## config.mk

```make
export PLATFORM = sky130hd
export DESIGN_NAME = rcs_top
export DESIGN_NICKNAME = d
export VERILOG_FILES = /design/src/verilog/rcs_pkg.sv /design/src/verilog/rcs_top.sv /design/src/verilog/rcs_sync.sv /design/src/verilog/rcs_delay.sv
export SDC_FILE = /design/constraint.sdc
export NUM_CORES = 1
export LEC_CHECK = 0
export ABC_CLOCK_PERIOD_IN_PS = 5900
export BUFFER_PORTS_ARGS = -buffer_cell sky130_fd_sc_hd__buf_2
export CAP_MARGIN = 5
export CORE_UTILIZATION = 50
export CTS_CLUSTER_DIAMETER = 200
export DETAILED_ROUTE_END_ITERATION = 12
export GPL_ROUTABILITY_DRIVEN = 0
export PLACE_DENSITY = 0.72
export SYNTH_ARGS = -nofsm -noshare
export SYNTH_HDL_FRONTEND = slang
export SYNTH_SLANG_ARGS = --single-unit
export TNS_END_PERCENT = 100
```

## constraint.sdc

```tcl
create_clock -name pclk -period 5.9 [get_ports pclk]
set_input_delay 1.18 -clock pclk [delete_from_list [all_inputs] [get_ports pclk]]
set_output_delay 1.18 -clock pclk [all_outputs]
set_load 0.02 [all_outputs]
```

## src/verilog/rcs_pkg.sv

```systemverilog
// Package: register map, field layout, reset values and timing counts of the reset-cause block
`default_nettype none
package rcs_pkg;
   // Register byte offsets on APB
   localparam logic [11:0] OFF_POWER_STATUS = 12'h000;
   localparam logic [11:0] OFF_CPU_STATUS = 12'h004;
   localparam logic [11:0] OFF_RESUME_PC = 12'h008;
   localparam logic [11:0] OFF_CONFIG = 12'h00c;
   localparam logic [11:0] OFF_IRQ_STATUS = 12'h010;
   localparam logic [11:0] OFF_IRQ_MASK = 12'h014;
   localparam logic [11:0] OFF_CONTROL = 12'h018;
   // Power status register fields
   localparam int BIT_BROWNOUT = 0;
   localparam int BIT_POWERON = 1;
   // Processor status fields
   localparam int BIT_POWERDOWN = 3;
   localparam int BIT_TIMEOUT = 4;
   localparam logic [7:0] CPU_STATUS_POR = 8'h18;
   localparam logic [7:0] CPU_STATUS_KEEP_MASTER_CLEAR_N = 8'h1f;
   // Program counter values
   localparam logic [12:0] PC_RESET = 13'h0000;
   localparam logic [12:0] PC_IRQ_VECTOR = 13'h0004;
   // Config register fields
   localparam int BIT_PWRT_EN_N = 0;
   localparam int BIT_BOR_EN = 1;
   localparam int LSB_OSC_MODE = 2;
   localparam logic [1:0] OSC_LP = 2'h0;
   localparam logic [1:0] OSC_XT = 2'h1;
   localparam logic [1:0] OSC_HS = 2'h2;
   localparam logic [1:0] OSC_RC = 2'h3;
   localparam logic [3:0] CONFIG_RESET = 4'h0;
   // Timing
   localparam int CLK_PERIOD_NS = 10;
   localparam int PWRT_MS = 72;
   localparam int PWRT_CYCLES = (PWRT_MS * 1000000) / CLK_PERIOD_NS;
   localparam int OST_OSC_PERIODS = 1024;
   // Reset / wake causes
   typedef enum logic [2:0] {
      RCS_EV_NONE = 3'h0,
      RCS_EV_POR = 3'h1,
      RCS_EV_BOR = 3'h2,
      RCS_EV_MASTER_CLEAR_N_RUN = 3'h3,
      RCS_EV_MASTER_CLEAR_N_SLEEP = 3'h4,
      RCS_EV_WDT_RESET = 3'h5,
      RCS_EV_WDT_WAKE = 3'h6,
      RCS_EV_IRQ_WAKE = 3'h7
   } rcs_event_t;
endpackage : rcs_pkg
`default_nettype wire

```

## src/verilog/rcs_top.sv

```systemverilog
// Reset-cause tracking, status flags, resume address and start-up delay
//
// Added by the designer: the register addresses and the APB interface to the registers.
`default_nettype none
module rcs_top #(
   parameter int PWRT_CYCLES = rcs_pkg::PWRT_CYCLES,
   parameter int OST_PERIODS = rcs_pkg::OST_OSC_PERIODS
) (
   input wire logic pclk,
   input wire logic presetn,
   input wire logic psel,
   input wire logic penable,
   input wire logic pwrite,
   input wire logic [11:0] paddr,
   input wire logic [31:0] pwdata,
   output logic [31:0] prdata,
   output logic pready,
   output logic pslverr,
   input wire logic poweron_pulse,
   input wire logic brownout_n,
   input wire logic master_clear_n,
   input wire logic watchdog_timeout,
   input wire logic irq_wake,
   input wire logic global_irq_enable,
   input wire logic sleeping,
   input wire logic osc_tick,
   input wire logic [12:0] current_pc,
   output logic [12:0] resume_pc,
   output logic cpu_hold,
   output logic wake_irq_flag_set,
   output logic irq
);
   typedef struct packed {
      logic [1:0] power_status;
      logic [7:0] cpu_status;
      logic [12:0] resume_pc;
      logic [3:0] config_bits;
      logic [3:0] irq_status;
      logic [3:0] irq_mask;
      logic [31:0] prdata;
      logic wake_flag;
      logic master_clear_n_d;
      logic bor_d;
      logic wake_d;
      logic delay_start;
      logic use_pwrt;
      logic use_ost;
      logic [2:0] last_cause;
   } rcs_state_t;
   rcs_state_t st_ff;
   rcs_state_t nxt_st;

   logic master_clear_n_sync_n;
   logic bor_sync_n;
   logic por_sync;
   logic wdt_sync;
   logic wake_sync;
   logic delay_busy;
   logic [1:0] osc_mode;
   logic crystal;
   rcs_pkg::rcs_event_t ev;
   logic wr;
   logic rd;
   logic addr_ok;
   logic master_clear_n_fall;
   logic bor_fall;
   logic wake_rise;

   ////////////////////////////////////////////////////////////////////////////
   // Pin synchronisers; active-low pins idle high through the reset_val xor
   rcs_sync u_sync_master_clear_n (.pclk(pclk), .presetn(presetn), .async_in(~master_clear_n), .reset_val(1'b1),
      .sync_out(master_clear_n_sync_n));
   rcs_sync u_sync_bor (.pclk(pclk), .presetn(presetn), .async_in(~brownout_n), .reset_val(1'b1),
      .sync_out(bor_sync_n));
   rcs_sync u_sync_por (.pclk(pclk), .presetn(presetn), .async_in(poweron_pulse), .reset_val(1'b0),
      .sync_out(por_sync));
   rcs_sync u_sync_wdt (.pclk(pclk), .presetn(presetn), .async_in(watchdog_timeout), .reset_val(1'b0),
      .sync_out(wdt_sync));
   rcs_sync u_sync_wake (.pclk(pclk), .presetn(presetn), .async_in(irq_wake), .reset_val(1'b0),
      .sync_out(wake_sync));

   rcs_delay #(.PWRT_CYCLES(PWRT_CYCLES), .OST_PERIODS(OST_PERIODS)) u_delay (
      .pclk(pclk),
      .presetn(presetn),
      .start(st_ff.delay_start),
      .use_pwrt(st_ff.use_pwrt),
      .use_ost(st_ff.use_ost),
      .osc_tick(osc_tick),
      .busy(delay_busy)
   );

   ////////////////////////////////////////////////////////////////////////////
   // Event classification, power-on beats brown-out beats the rest
   assign osc_mode = st_ff.config_bits[rcs_pkg::LSB_OSC_MODE +: 2];
   assign crystal = (osc_mode != rcs_pkg::OSC_RC);
   // Edge detects; delayed copies reset to the idle level of each pin
   assign master_clear_n_fall = !master_clear_n_sync_n && st_ff.master_clear_n_d;
   assign bor_fall = !bor_sync_n && st_ff.bor_d;
   // Wake counts once per rising edge so the flag pulse stays one cycle
   assign wake_rise = wake_sync && !st_ff.wake_d;
   always_comb begin
      ev = rcs_pkg::RCS_EV_NONE;
      if (por_sync) begin
         ev = rcs_pkg::RCS_EV_POR;
      end else if (bor_fall && st_ff.config_bits[rcs_pkg::BIT_BOR_EN]) begin
         ev = rcs_pkg::RCS_EV_BOR;
      end else if (master_clear_n_fall) begin
         ev = sleeping ? rcs_pkg::RCS_EV_MASTER_CLEAR_N_SLEEP : rcs_pkg::RCS_EV_MASTER_CLEAR_N_RUN;
      end else if (wdt_sync) begin
         ev = sleeping ? rcs_pkg::RCS_EV_WDT_WAKE : rcs_pkg::RCS_EV_WDT_RESET;
      end else if (wake_rise && sleeping) begin
         ev = rcs_pkg::RCS_EV_IRQ_WAKE;
      end
   end

   // APB decode; zero wait states
   assign wr = psel && penable && pwrite;
   assign rd = psel && !penable && !pwrite;
   always_comb begin
      addr_ok = 1'b0;
      if (paddr == rcs_pkg::OFF_POWER_STATUS) begin
         addr_ok = 1'b1;
      end else if (paddr == rcs_pkg::OFF_CPU_STATUS) begin
         addr_ok = 1'b1;
      end else if (paddr == rcs_pkg::OFF_RESUME_PC) begin
         addr_ok = 1'b1;
      end else if (paddr == rcs_pkg::OFF_CONFIG) begin
         addr_ok = 1'b1;
      end else if (paddr == rcs_pkg::OFF_IRQ_STATUS) begin
         addr_ok = 1'b1;
      end else if (paddr == rcs_pkg::OFF_IRQ_MASK) begin
         addr_ok = 1'b1;
      end else if (paddr == rcs_pkg::OFF_CONTROL) begin
         addr_ok = 1'b1;
      end
   end

   ////////////////////////////////////////////////////////////////////////////
   // Next-state: cause flags, resume address, registers
   always_comb begin
      nxt_st = st_ff;
      nxt_st.master_clear_n_d = master_clear_n_sync_n;
      nxt_st.bor_d = bor_sync_n;
      nxt_st.wake_d = wake_sync;
      nxt_st.delay_start = 1'b0;
      nxt_st.wake_flag = 1'b0;

      // Software writes first so any hardware event below overrides them
      if (wr) begin
         if (paddr == rcs_pkg::OFF_POWER_STATUS) begin
            nxt_st.power_status = pwdata[1:0];
         end else if (paddr == rcs_pkg::OFF_CPU_STATUS) begin
            // Flag bits are read-only to software
            nxt_st.cpu_status[7:5] = pwdata[7:5];
            nxt_st.cpu_status[2:0] = pwdata[2:0];
         end else if (paddr == rcs_pkg::OFF_CONFIG) begin
            nxt_st.config_bits = pwdata[3:0];
         end else if (paddr == rcs_pkg::OFF_IRQ_STATUS) begin
            nxt_st.irq_status = st_ff.irq_status & ~pwdata[3:0];
         end else if (paddr == rcs_pkg::OFF_IRQ_MASK) begin
            nxt_st.irq_mask = pwdata[3:0];
         end
      end

      // Flags and PC settle in the cycle the event is seen, before hold drops
      case (ev)
         rcs_pkg::RCS_EV_POR: begin
            nxt_st.power_status[rcs_pkg::BIT_POWERON] = 1'b0;
            nxt_st.cpu_status = rcs_pkg::CPU_STATUS_POR;
            nxt_st.resume_pc = rcs_pkg::PC_RESET;
         end
         rcs_pkg::RCS_EV_BOR: begin
            nxt_st.power_status[rcs_pkg::BIT_BROWNOUT] = 1'b0;
            nxt_st.cpu_status = rcs_pkg::CPU_STATUS_POR;
            nxt_st.resume_pc = rcs_pkg::PC_RESET;
         end
         rcs_pkg::RCS_EV_MASTER_CLEAR_N_RUN: begin
            nxt_st.cpu_status = st_ff.cpu_status & rcs_pkg::CPU_STATUS_KEEP_MASTER_CLEAR_N;
            nxt_st.resume_pc = rcs_pkg::PC_RESET;
         end
         rcs_pkg::RCS_EV_MASTER_CLEAR_N_SLEEP: begin
            nxt_st.cpu_status = st_ff.cpu_status & rcs_pkg::CPU_STATUS_KEEP_MASTER_CLEAR_N;
            nxt_st.cpu_status[rcs_pkg::BIT_TIMEOUT] = 1'b1;
            nxt_st.cpu_status[rcs_pkg::BIT_POWERDOWN] = 1'b0;
            nxt_st.resume_pc = rcs_pkg::PC_RESET;
         end
         rcs_pkg::RCS_EV_WDT_RESET: begin
            nxt_st.cpu_status = st_ff.cpu_status & rcs_pkg::CPU_STATUS_KEEP_MASTER_CLEAR_N;
            nxt_st.cpu_status[rcs_pkg::BIT_TIMEOUT] = 1'b0;
            nxt_st.cpu_status[rcs_pkg::BIT_POWERDOWN] = 1'b1;
            nxt_st.resume_pc = rcs_pkg::PC_RESET;
         end
         rcs_pkg::RCS_EV_WDT_WAKE: begin
            nxt_st.cpu_status[rcs_pkg::BIT_TIMEOUT] = 1'b0;
            nxt_st.cpu_status[rcs_pkg::BIT_POWERDOWN] = 1'b0;
            nxt_st.resume_pc = current_pc + 13'h1;
         end
         rcs_pkg::RCS_EV_IRQ_WAKE: begin
            nxt_st.cpu_status[rcs_pkg::BIT_TIMEOUT] = 1'b1;
            nxt_st.cpu_status[rcs_pkg::BIT_POWERDOWN] = 1'b0;
            nxt_st.resume_pc = global_irq_enable ? rcs_pkg::PC_IRQ_VECTOR : current_pc + 13'h1;
            nxt_st.wake_flag = 1'b1;
         end
         default: begin
         end
      endcase

      if (ev != rcs_pkg::RCS_EV_NONE) begin
         nxt_st.last_cause = 3'(ev);
         // Sticky event bits: set beats a same-cycle clear
         nxt_st.irq_status[0] = 1'b1;
         if (ev == rcs_pkg::RCS_EV_POR || ev == rcs_pkg::RCS_EV_BOR) begin
            nxt_st.irq_status[1] = 1'b1;
         end
         if (ev == rcs_pkg::RCS_EV_WDT_RESET || ev == rcs_pkg::RCS_EV_WDT_WAKE) begin
            nxt_st.irq_status[2] = 1'b1;
         end
         if (ev == rcs_pkg::RCS_EV_IRQ_WAKE || ev == rcs_pkg::RCS_EV_WDT_WAKE) begin
            nxt_st.irq_status[3] = 1'b1;
         end
      end

      // Start-up delay selection by mode and cause
      nxt_st.use_pwrt = 1'b0;
      nxt_st.use_ost = 1'b0;
      if (ev == rcs_pkg::RCS_EV_POR) begin
         nxt_st.delay_start = 1'b1;
         // RC mode has no power-up disable column; timer always applied there
         nxt_st.use_pwrt = !st_ff.config_bits[rcs_pkg::BIT_PWRT_EN_N] || !crystal;
         nxt_st.use_ost = crystal;
      end else if (ev == rcs_pkg::RCS_EV_BOR) begin
         nxt_st.delay_start = 1'b1;
         nxt_st.use_pwrt = 1'b1;
         nxt_st.use_ost = crystal;
      end else if (ev == rcs_pkg::RCS_EV_WDT_WAKE || ev == rcs_pkg::RCS_EV_IRQ_WAKE) begin
         nxt_st.delay_start = crystal;
         nxt_st.use_ost = crystal;
      end

      // Read data registered in setup phase
      nxt_st.prdata = 32'h0;
      if (rd) begin
         if (paddr == rcs_pkg::OFF_POWER_STATUS) begin
            nxt_st.prdata = {30'h0, st_ff.power_status};
         end else if (paddr == rcs_pkg::OFF_CPU_STATUS) begin
            nxt_st.prdata = {24'h0, st_ff.cpu_status};
         end else if (paddr == rcs_pkg::OFF_RESUME_PC) begin
            nxt_st.prdata = {19'h0, st_ff.resume_pc};
         end else if (paddr == rcs_pkg::OFF_CONFIG) begin
            nxt_st.prdata = {28'h0, st_ff.config_bits};
         end else if (paddr == rcs_pkg::OFF_IRQ_STATUS) begin
            nxt_st.prdata = {28'h0, st_ff.irq_status};
         end else if (paddr == rcs_pkg::OFF_IRQ_MASK) begin
            nxt_st.prdata = {28'h0, st_ff.irq_mask};
         end else if (paddr == rcs_pkg::OFF_CONTROL) begin
            // Brown-out flag valid only with detection on
            nxt_st.prdata = {26'h0, st_ff.config_bits[rcs_pkg::BIT_BOR_EN], delay_busy, 1'b0,
               st_ff.last_cause};
         end
      end
   end

   ////////////////////////////////////////////////////////////////////////////
   // State register; power-on values after async reset
   always_ff @(posedge pclk or negedge presetn) begin
      if (!presetn) begin
         st_ff <= '0;
         st_ff.cpu_status <= rcs_pkg::CPU_STATUS_POR;
         st_ff.config_bits <= rcs_pkg::CONFIG_RESET;
         st_ff.master_clear_n_d <= 1'b1;
         st_ff.bor_d <= 1'b1;
      end else begin
         st_ff <= nxt_st;
      end
   end

   ////////////////////////////////////////////////////////////////////////////
   // Outputs
   assign prdata = st_ff.prdata;
   assign pready = 1'b1;
   assign pslverr = psel && penable && !addr_ok;
   assign resume_pc = st_ff.resume_pc;
   // Hold the core while a delay runs, its start is pending or master_clear_n is held low
   assign cpu_hold = delay_busy || st_ff.delay_start || !master_clear_n_sync_n;
   assign wake_irq_flag_set = st_ff.wake_flag;
   assign irq = |(st_ff.irq_status & st_ff.irq_mask);
endmodule : rcs_top
`default_nettype wire

```

## src/verilog/rcs_sync.sv

```systemverilog
// Three-stage synchroniser with agreement check for one async pin
`default_nettype none
module rcs_sync (
   input wire logic pclk,
   input wire logic presetn,
   input wire logic async_in,
   input wire logic reset_val,
   output logic sync_out
);
   typedef struct packed {
      logic s1;
      logic s2;
      logic s3;
      logic out;
   } rcs_sync_st_t;
   rcs_sync_st_t st_ff;
   rcs_sync_st_t nxt_st;

   // Output moves only once stages two and three agree
   always_comb begin
      nxt_st = st_ff;
      nxt_st.s1 = async_in;
      nxt_st.s2 = st_ff.s1;
      nxt_st.s3 = st_ff.s2;
      if (st_ff.s2 == st_ff.s3) begin
         nxt_st.out = st_ff.s3;
      end
   end

   // Reset value is a constant tie-off at the instance
   always_ff @(posedge pclk or negedge presetn) begin
      if (!presetn) begin
         st_ff <= '0;
      end else begin
         st_ff <= nxt_st;
      end
   end

   assign sync_out = st_ff.out ^ reset_val;
endmodule : rcs_sync
`default_nettype wire

```

## src/verilog/rcs_delay.sv

```systemverilog
// Start-up delay timer: power-up part then oscillator part
`default_nettype none
module rcs_delay #(
   parameter int PWRT_CYCLES = rcs_pkg::PWRT_CYCLES,
   parameter int OST_PERIODS = rcs_pkg::OST_OSC_PERIODS
) (
   input wire logic pclk,
   input wire logic presetn,
   input wire logic start,
   input wire logic use_pwrt,
   input wire logic use_ost,
   input wire logic osc_tick,
   output logic busy
);
   typedef enum logic [1:0] {
      RCS_D_IDLE = 2'b00,
      RCS_D_PWRT = 2'b01,
      RCS_D_OST = 2'b11
   } rcs_dstate_t;
   typedef struct packed {
      rcs_dstate_t state;
      logic [31:0] cnt;
      logic osc_startup_delay;
   } rcs_delay_st_t;
   rcs_delay_st_t st_ff;
   rcs_delay_st_t nxt_st;

   // Power-up leg counts pclk, oscillator leg counts osc ticks
   always_comb begin
      nxt_st = st_ff;
      case (st_ff.state)
         RCS_D_IDLE: begin
            if (start) begin
               nxt_st.osc_startup_delay = use_ost;
               if (use_pwrt) begin
                  nxt_st.state = RCS_D_PWRT;
                  nxt_st.cnt = 32'(PWRT_CYCLES);
               end else if (use_ost) begin
                  nxt_st.state = RCS_D_OST;
                  nxt_st.cnt = 32'(OST_PERIODS);
               end
            end
         end
         RCS_D_PWRT: begin
            if (st_ff.cnt <= 32'h1) begin
               nxt_st.state = st_ff.osc_startup_delay ? RCS_D_OST : RCS_D_IDLE;
               nxt_st.cnt = 32'(OST_PERIODS);
            end else begin
               nxt_st.cnt = st_ff.cnt - 32'h1;
            end
         end
         RCS_D_OST: begin
            if (osc_tick) begin
               if (st_ff.cnt <= 32'h1) begin
                  nxt_st.state = RCS_D_IDLE;
               end else begin
                  nxt_st.cnt = st_ff.cnt - 32'h1;
               end
            end
         end
         default: nxt_st.state = RCS_D_IDLE;
      endcase
   end

   always_ff @(posedge pclk or negedge presetn) begin
      if (!presetn) begin
         st_ff <= '0;
      end else begin
         st_ff <= nxt_st;
      end
   end

   assign busy = (st_ff.state != RCS_D_IDLE);
endmodule : rcs_delay
`default_nettype wire

```

* Word-level counts from Yosys, hierarchy flattened
Cells that the tools add are included.
** Word-level totals
- Latch bits :: 0
- Bits in registers :: 132
- Output and inout port bits :: 50
- Memories kept :: 0
- Bits in writable memories :: 0
- Bits of input ports :: 70
- Memory bits (read-only) :: 0
** Cells by class
- Multiply operators :: 0
- Equality and inequality tests :: 32
- Divide/modulo/power cells :: 0
- Reduce and logical (&&, ||, !) cells :: 54
- Bitwise gates (word level) :: 12
- Multiplexer cells :: 64
- Shifts and indexed selects :: 0
- Add/subtract/negate cells :: 2
- Order comparisons :: 1
** Operator list (number)
- 34-bit two-way mux :: 3
- 32-bit case mux with 3 select lines :: 1
- 13-bit two-way mux :: 5
- 32-bit two-way mux :: 2
- 3-bit two-way mux :: 13
- 13-bit case mux with 3 select lines :: 1
- 12-bit by 5-bit == test with 1-bit output, second input constant :: 3
- 35-bit two-way mux :: 1
- 32-bit by 1-bit <= comparator with 1-bit output, second input constant :: 1
- 8-bit two-way mux :: 4
- 32-bit by 1-bit subtractor with 32-bit output, second input constant :: 1
- 12-bit by 4-bit == test with 1-bit output, second input constant :: 2
- 6-bit two-way mux :: 4
- 2-bit nonzero test :: 11
- 1-bit two-way mux :: 17
- 4-bit two-way mux :: 4
- 5-bit AND reduction :: 3
- 13-bit by 1-bit adder with 13-bit output, second input constant :: 1
- 12-bit by 3-bit == test with 1-bit output, second input constant :: 1
- 3-bit == test, second input constant :: 4
- 12-bit logical NOT :: 1
- 2-bit != test, second input constant :: 6
- 1-bit logical AND :: 10
- 2-bit two-way mux :: 5
- 27 further kinds :: 61

* Depth between registers and ports, before layout
- Depth after elaboration :: 13
- Mapped depth :: 11
- Depth with buffers taken out :: 8

* Hierarchy
A second synthesis with hierarchy kept.
** Unflattened totals
- Cells, all modules :: 638
- Area, all modules :: 6072.1 µm²
** By module, submodules not included
- rcs_top :: instances 1, sequential area each 1456.4 µm², cells an instance 354, area each 3326.9 µm²
- rcs_delay :: instances 1, sequential area each 875.8 µm², cells an instance 254, area each 2144.6 µm²
- rcs_sync :: instances 5, sequential area each 100.1 µm², cells an instance 6, area each 120.1 µm²

* Worst setup path after synthesis
Ideal clock, no wire load.
- Path type :: input port to output port
- Start point :: in paddr[10]
- End point :: out pslverr
- Stages :: 3
- Required time :: 4720 ps
- Slack :: 2368 ps
- Data arrival time :: 2352 ps
- Buffers on the path :: 0
- Cells stage by stage :: or4_1 > nor3_2 > a21oi_1
** On the way
- Word-level cells in the longest chain between the ends :: 10
** RTL lines
- start, declared :: line rcs_top.sv:14 : input wire logic [11:0] paddr,
- 12-bit by 5-bit == test with 1-bit output :: line rcs_top.sv:133 : end else if (paddr == rcs_pkg::OFF_CONTROL) begin
- 1-bit two-way mux :: line rcs_top.sv:133
- 1-bit two-way mux :: line rcs_top.sv:131 : end else if (paddr == rcs_pkg::OFF_IRQ_MASK) begin
- 1-bit two-way mux :: line rcs_top.sv:129 : end else if (paddr == rcs_pkg::OFF_IRQ_STATUS) begin
- 1-bit two-way mux :: line rcs_top.sv:127 : end else if (paddr == rcs_pkg::OFF_CONFIG) begin
- 1-bit two-way mux :: line rcs_top.sv:125 : end else if (paddr == rcs_pkg::OFF_RESUME_PC) begin
- 1-bit two-way mux :: line rcs_top.sv:123 : end else if (paddr == rcs_pkg::OFF_CPU_STATUS) begin
- 1-bit two-way mux * :: line rcs_top.sv:121 : if (paddr == rcs_pkg::OFF_POWER_STATUS) begin
- 1-bit logical NOT * :: line rcs_top.sv:281 : assign pslverr = psel && penable && !addr_ok;
- 1-bit logical AND * :: line rcs_top.sv:281
- end, declared :: line rcs_top.sv:18 : output logic pslverr,
Mark *: on every way between the ends. The rest lies on a longest branch, timed or not.

* Worst setup path after layout
Ends and elaborated chain as after synthesis.

==> reports/metrics.json <==
{
  "run_status": "completed",
  "nets": 729,
  "syn_avg_cell_area_sq_um": 9.60,
  "clkTransAtPathRegs_ps": 50,
  "place_area_sq_mm": 0.00605,
  "detailedPlacementHpwl_um": 8960,
  "fp.dieArea_sq_mm": 0.0122,
  "internal_power_uw": 1520,
  "number_of_resized_instances_in_the_post_cts_repair_step": 0,
  "grt_util_all_layers_pct": 22.5,
  "rsz0062_at_grt": "false",
  "htreeDepth": 4,
  "finalClockSkew_ps": 7.28,
  "critical_path.startpoint": "paddr[10]",
  "achievable_freq_mhz": 257,
  "total_area_of_multi_input_combinational_cells_sq_mm": 0.00261,
  "synth.cells.most_frequent": "dfrtp_1 (109), nand2_1 (61), nor2_1 (60)",
  "final_max_slew_viol_count": 0,
  "cells_after_synthesis": 611,
  "post-route-period-util_pct": 66.0,
  "first_iter_violations": 345,
  "insertedDiodeCount": 0,
  "totalWireLength_um": 12800,
  "worstSetupPathType": "in -> out",
  "postSynth.topFlopCell": "dfrtp_1",
  "final_cell_count_no_fill": 812,
  "placeableCoreArea_sq_mm": 0.0114,
  "insertion_delay_ps": 410,
  "grt_pass1_wl_um": 20400,
  "drc": 0,
  "dp_cells": 780,
  "antenna_found_initial": 0,
  "area_added_between_synthesis_and_finish_pct": 13.5,
  "ffs_w_async_s_r_synth_pct": 100,
  "ys_top_cells_by_area": "dfrtp_1 (47%), buf_4 (6.0%), nand2_1 (3.9%), nor2_1 (3.8%), o21ai_0 (3.3%)",
  "final.fill_count": 1028,
  "hold_viol": 0,
  "grt_pass1_vias": 4216,
  "crit_required_ps": 4720,
  "cts.sink_count": 113,
  "arrival_ps": 2720,
  "layout.area.seq_sq_mm": 0.00283,
  "fraction_of_power_spent_switching_nets_pct": 23.6,
  "crit_path_frequent_cell": "buf_2",
  "crit_path_cell_trace": "buf_2 -> or4_1 -> nor3_2 -> a21oi_1 -> buf_2",
  "dieWidth_um": 110,
  "power_switching_uw": 469,
  "min_path_type": "reg -> reg",
  "ff2ff_setup_slack_ps": 2980,
  "power.share.clock_pct": 52.4,
  "final.setup.tns_ps": 0,
  "worst_r2r_startpoint": "u_delay.st_ff[1]",
  "dp_slack_ps": 2030,
  "timing.rr.end": "u_delay.st_ff[4]",
  "count_of_synthesis_stage_warnings_from_yosys": 0,
  "max-slew-margin-rel_pct": 19.9,
  "crit_path_max_incr_delay_ps": 570,
  "cellLeakagePower_uw": 0.00310,
  "crit_path_start_kind": "input port",
  "drt_pre_antenna_iters": 5,
  "post_route_cells_drive_above_1_share_pct": 21.1,
  "holdBufCountCts": 0,
  "number_of_synthesized_register_bits": 113,
  "stdcell_area_sq_mm": 0.00666,
  "ctsLongestPathBuffers": 2,
  "setup_violating_endpoint_count_in_the_final_report": 0,
  "ioPinCount": 120,
  "synthDominantAreaCellType": "dfrtp_1",
  "largest_net_degree_at_the_start_of_global_routing": 78,
  "globalRoute.totalOverflow": 0,
  "ff2ff_path_depth": 8,
  "post-cts-setup-buffer-count": 0,
  "cts.root.buffer_cell": "clkbuf_16",
  "period_minus_ws_final_ps": 3900,
  "synth.yosys.seq_area_share_pct": 48.3,
  "viasPerCell": 5.66,
  "synth_most_common_cell": "dfrtp_1",
  "floorplan.initialDensity_pct": 51.4,
  "crit_end": "pslverr",
  "worst_setup_path_end_kind": "output port",
  "crit_fanout": 10,
  "whs_path_depth": 0,
  "numCtsBuffers": 17,
  "synth_enable_flop_cells": 0,
  "max_cap_violations": 0,
  "number_of_vias_after_detailed_routing": 4593,
  "port-buffer-count": 74,
  "power.share.combinational_pct": 6.3,
  "power_density_over_cell_area_mw_per_mm2": 298,
  "row_count": 39,
  "tightestPinTransition_ps": 1190,
  "clock_tree_from_tritoncts": "built",
  "synth_cell_types": 62,
  "worst_path_max_delay_cell": "or4_1",
  "final_ws_setup_ps": 2000,
  "vdd_drop_max_mv": 0.250,
  "ant_nets": 0,
  "pwr-share-seq_pct": 41.3,
  "die_height_um": 110,
  "per_cell_routed_wire_length_um": 15.8,
  "yosys.area.top_type_share_pct": 46.5,
  "post_syn_area_sq_mm": 0.00587
}
[power groups by stage]
| stage | Sequential (uW) | Clock [uW] | Combinational (uW) |
|---|---|---|---|
| 2_1_floorplan | 825 | 0 | 90.2 |
| 3_3_place_gp | 833 | 0 | 123 |
| 3_5_place_dp | 834 | 0 | 126 |
| 4_1_cts | 821 | 1050 | 126 |
| 5_1_grt | 823 | 1090 | 141 |
| 6_report | 821 | 1040 | 126 |
[cells by family (layout without fill, tap and decap cells)]
family | after synthesis | after routing | share of synthesized area [%]
multiplexers | 23 | 23 | 4.56
XOR/XNOR | 19 | 19 | 2.84
adder cells (fa/ha/maj) | 8 | 8 | 1.49
AND/OR/NAND/NOR | 243 | 243 | 21.6
buffers and inverters | 81 | 121 | 8.51
flip-flops | 113 | 113 | 48.3
AO/OA/AOI/OAI | 122 | 122 | 12.6
other | 2 | 20 | 0.128
[layer usage]
metal	wire [um]	track usage (%)	part of all wire, %	vias to the layer above
met4	319	10.2	2.5	0
met1	5480	29.9	43	2233
met3	788	5.35	6.1	22
met5	0	0	0	-
met2	6250	35.0	49	158
li1	-	-	-	2180
[layout make-up]
class	instances	share of cell area, %
Tap cell	143	2.69
Sequential cell	113	42.5
Clock inverter	13	2.41
Inverter	13	0.733
Multi-Input combinational cell	435	39.1
Timing Repair Buffer	76	5.83
Clock buffer	19	6.65
[state kept, by name (all words and copies together) (netlist names), 13 cells and up]
register	flops
prdata	13
resume_pc	13
st_ff	29
u_delay.st_ff	35
[worst min-delay path by stage]
stage | start | endpoint | slack (ps)
6_report | u_sync_master_clear_n.nxt_st[2] | u_sync_master_clear_n.nxt_st[1] | 350
5_1_grt | u_sync_wdt.nxt_st[2] | u_sync_wdt.nxt_st[1] | 350
4_1_cts | u_sync_wdt.nxt_st[2] | u_sync_wdt.nxt_st[1] | 350
3_5_place_dp | u_sync_master_clear_n.nxt_st[2] | u_sync_master_clear_n.nxt_st[1] | 330
3_3_place_gp | u_sync_wake.nxt_st[2] | u_sync_wake.nxt_st[1] | 330
2_1_floorplan | u_sync_bor.nxt_st[2] | u_sync_bor.nxt_st[1] | 330
[placed cells by master (no fill, tap or decap), types with 20 or more instances in the layout]
master / count
conb_1: 20
nor2_1: 60
a21oi_1: 29
nand2_1: 61
buf_2: 73
dfrtp_1: 109
o21ai_0: 39
nand3_1: 22
[per-stage QoR]
stage / total power (uW) / util, % / hold WS (ps)
after CTS: 2000 / 58.3 / 347
after global placement: 955 / 53.0 / 332
after floorplan: 916 / - / 331
final: 1990 / 58.3 / 346
after detailed placement: 960 / 53.0 / 335
after global routing: 2050 / 58.3 / 351
[critical path, delay by kind of cell]
| family | cells | cell delay [ps] |
|---|---|---|
| and+or+nand+nor | 2 | 1120 |
| buffers and inverters | 2 | 290 |
| AOI/OAI and AO/OA | 1 | 130 |
(Power assumes the default switching activity.)
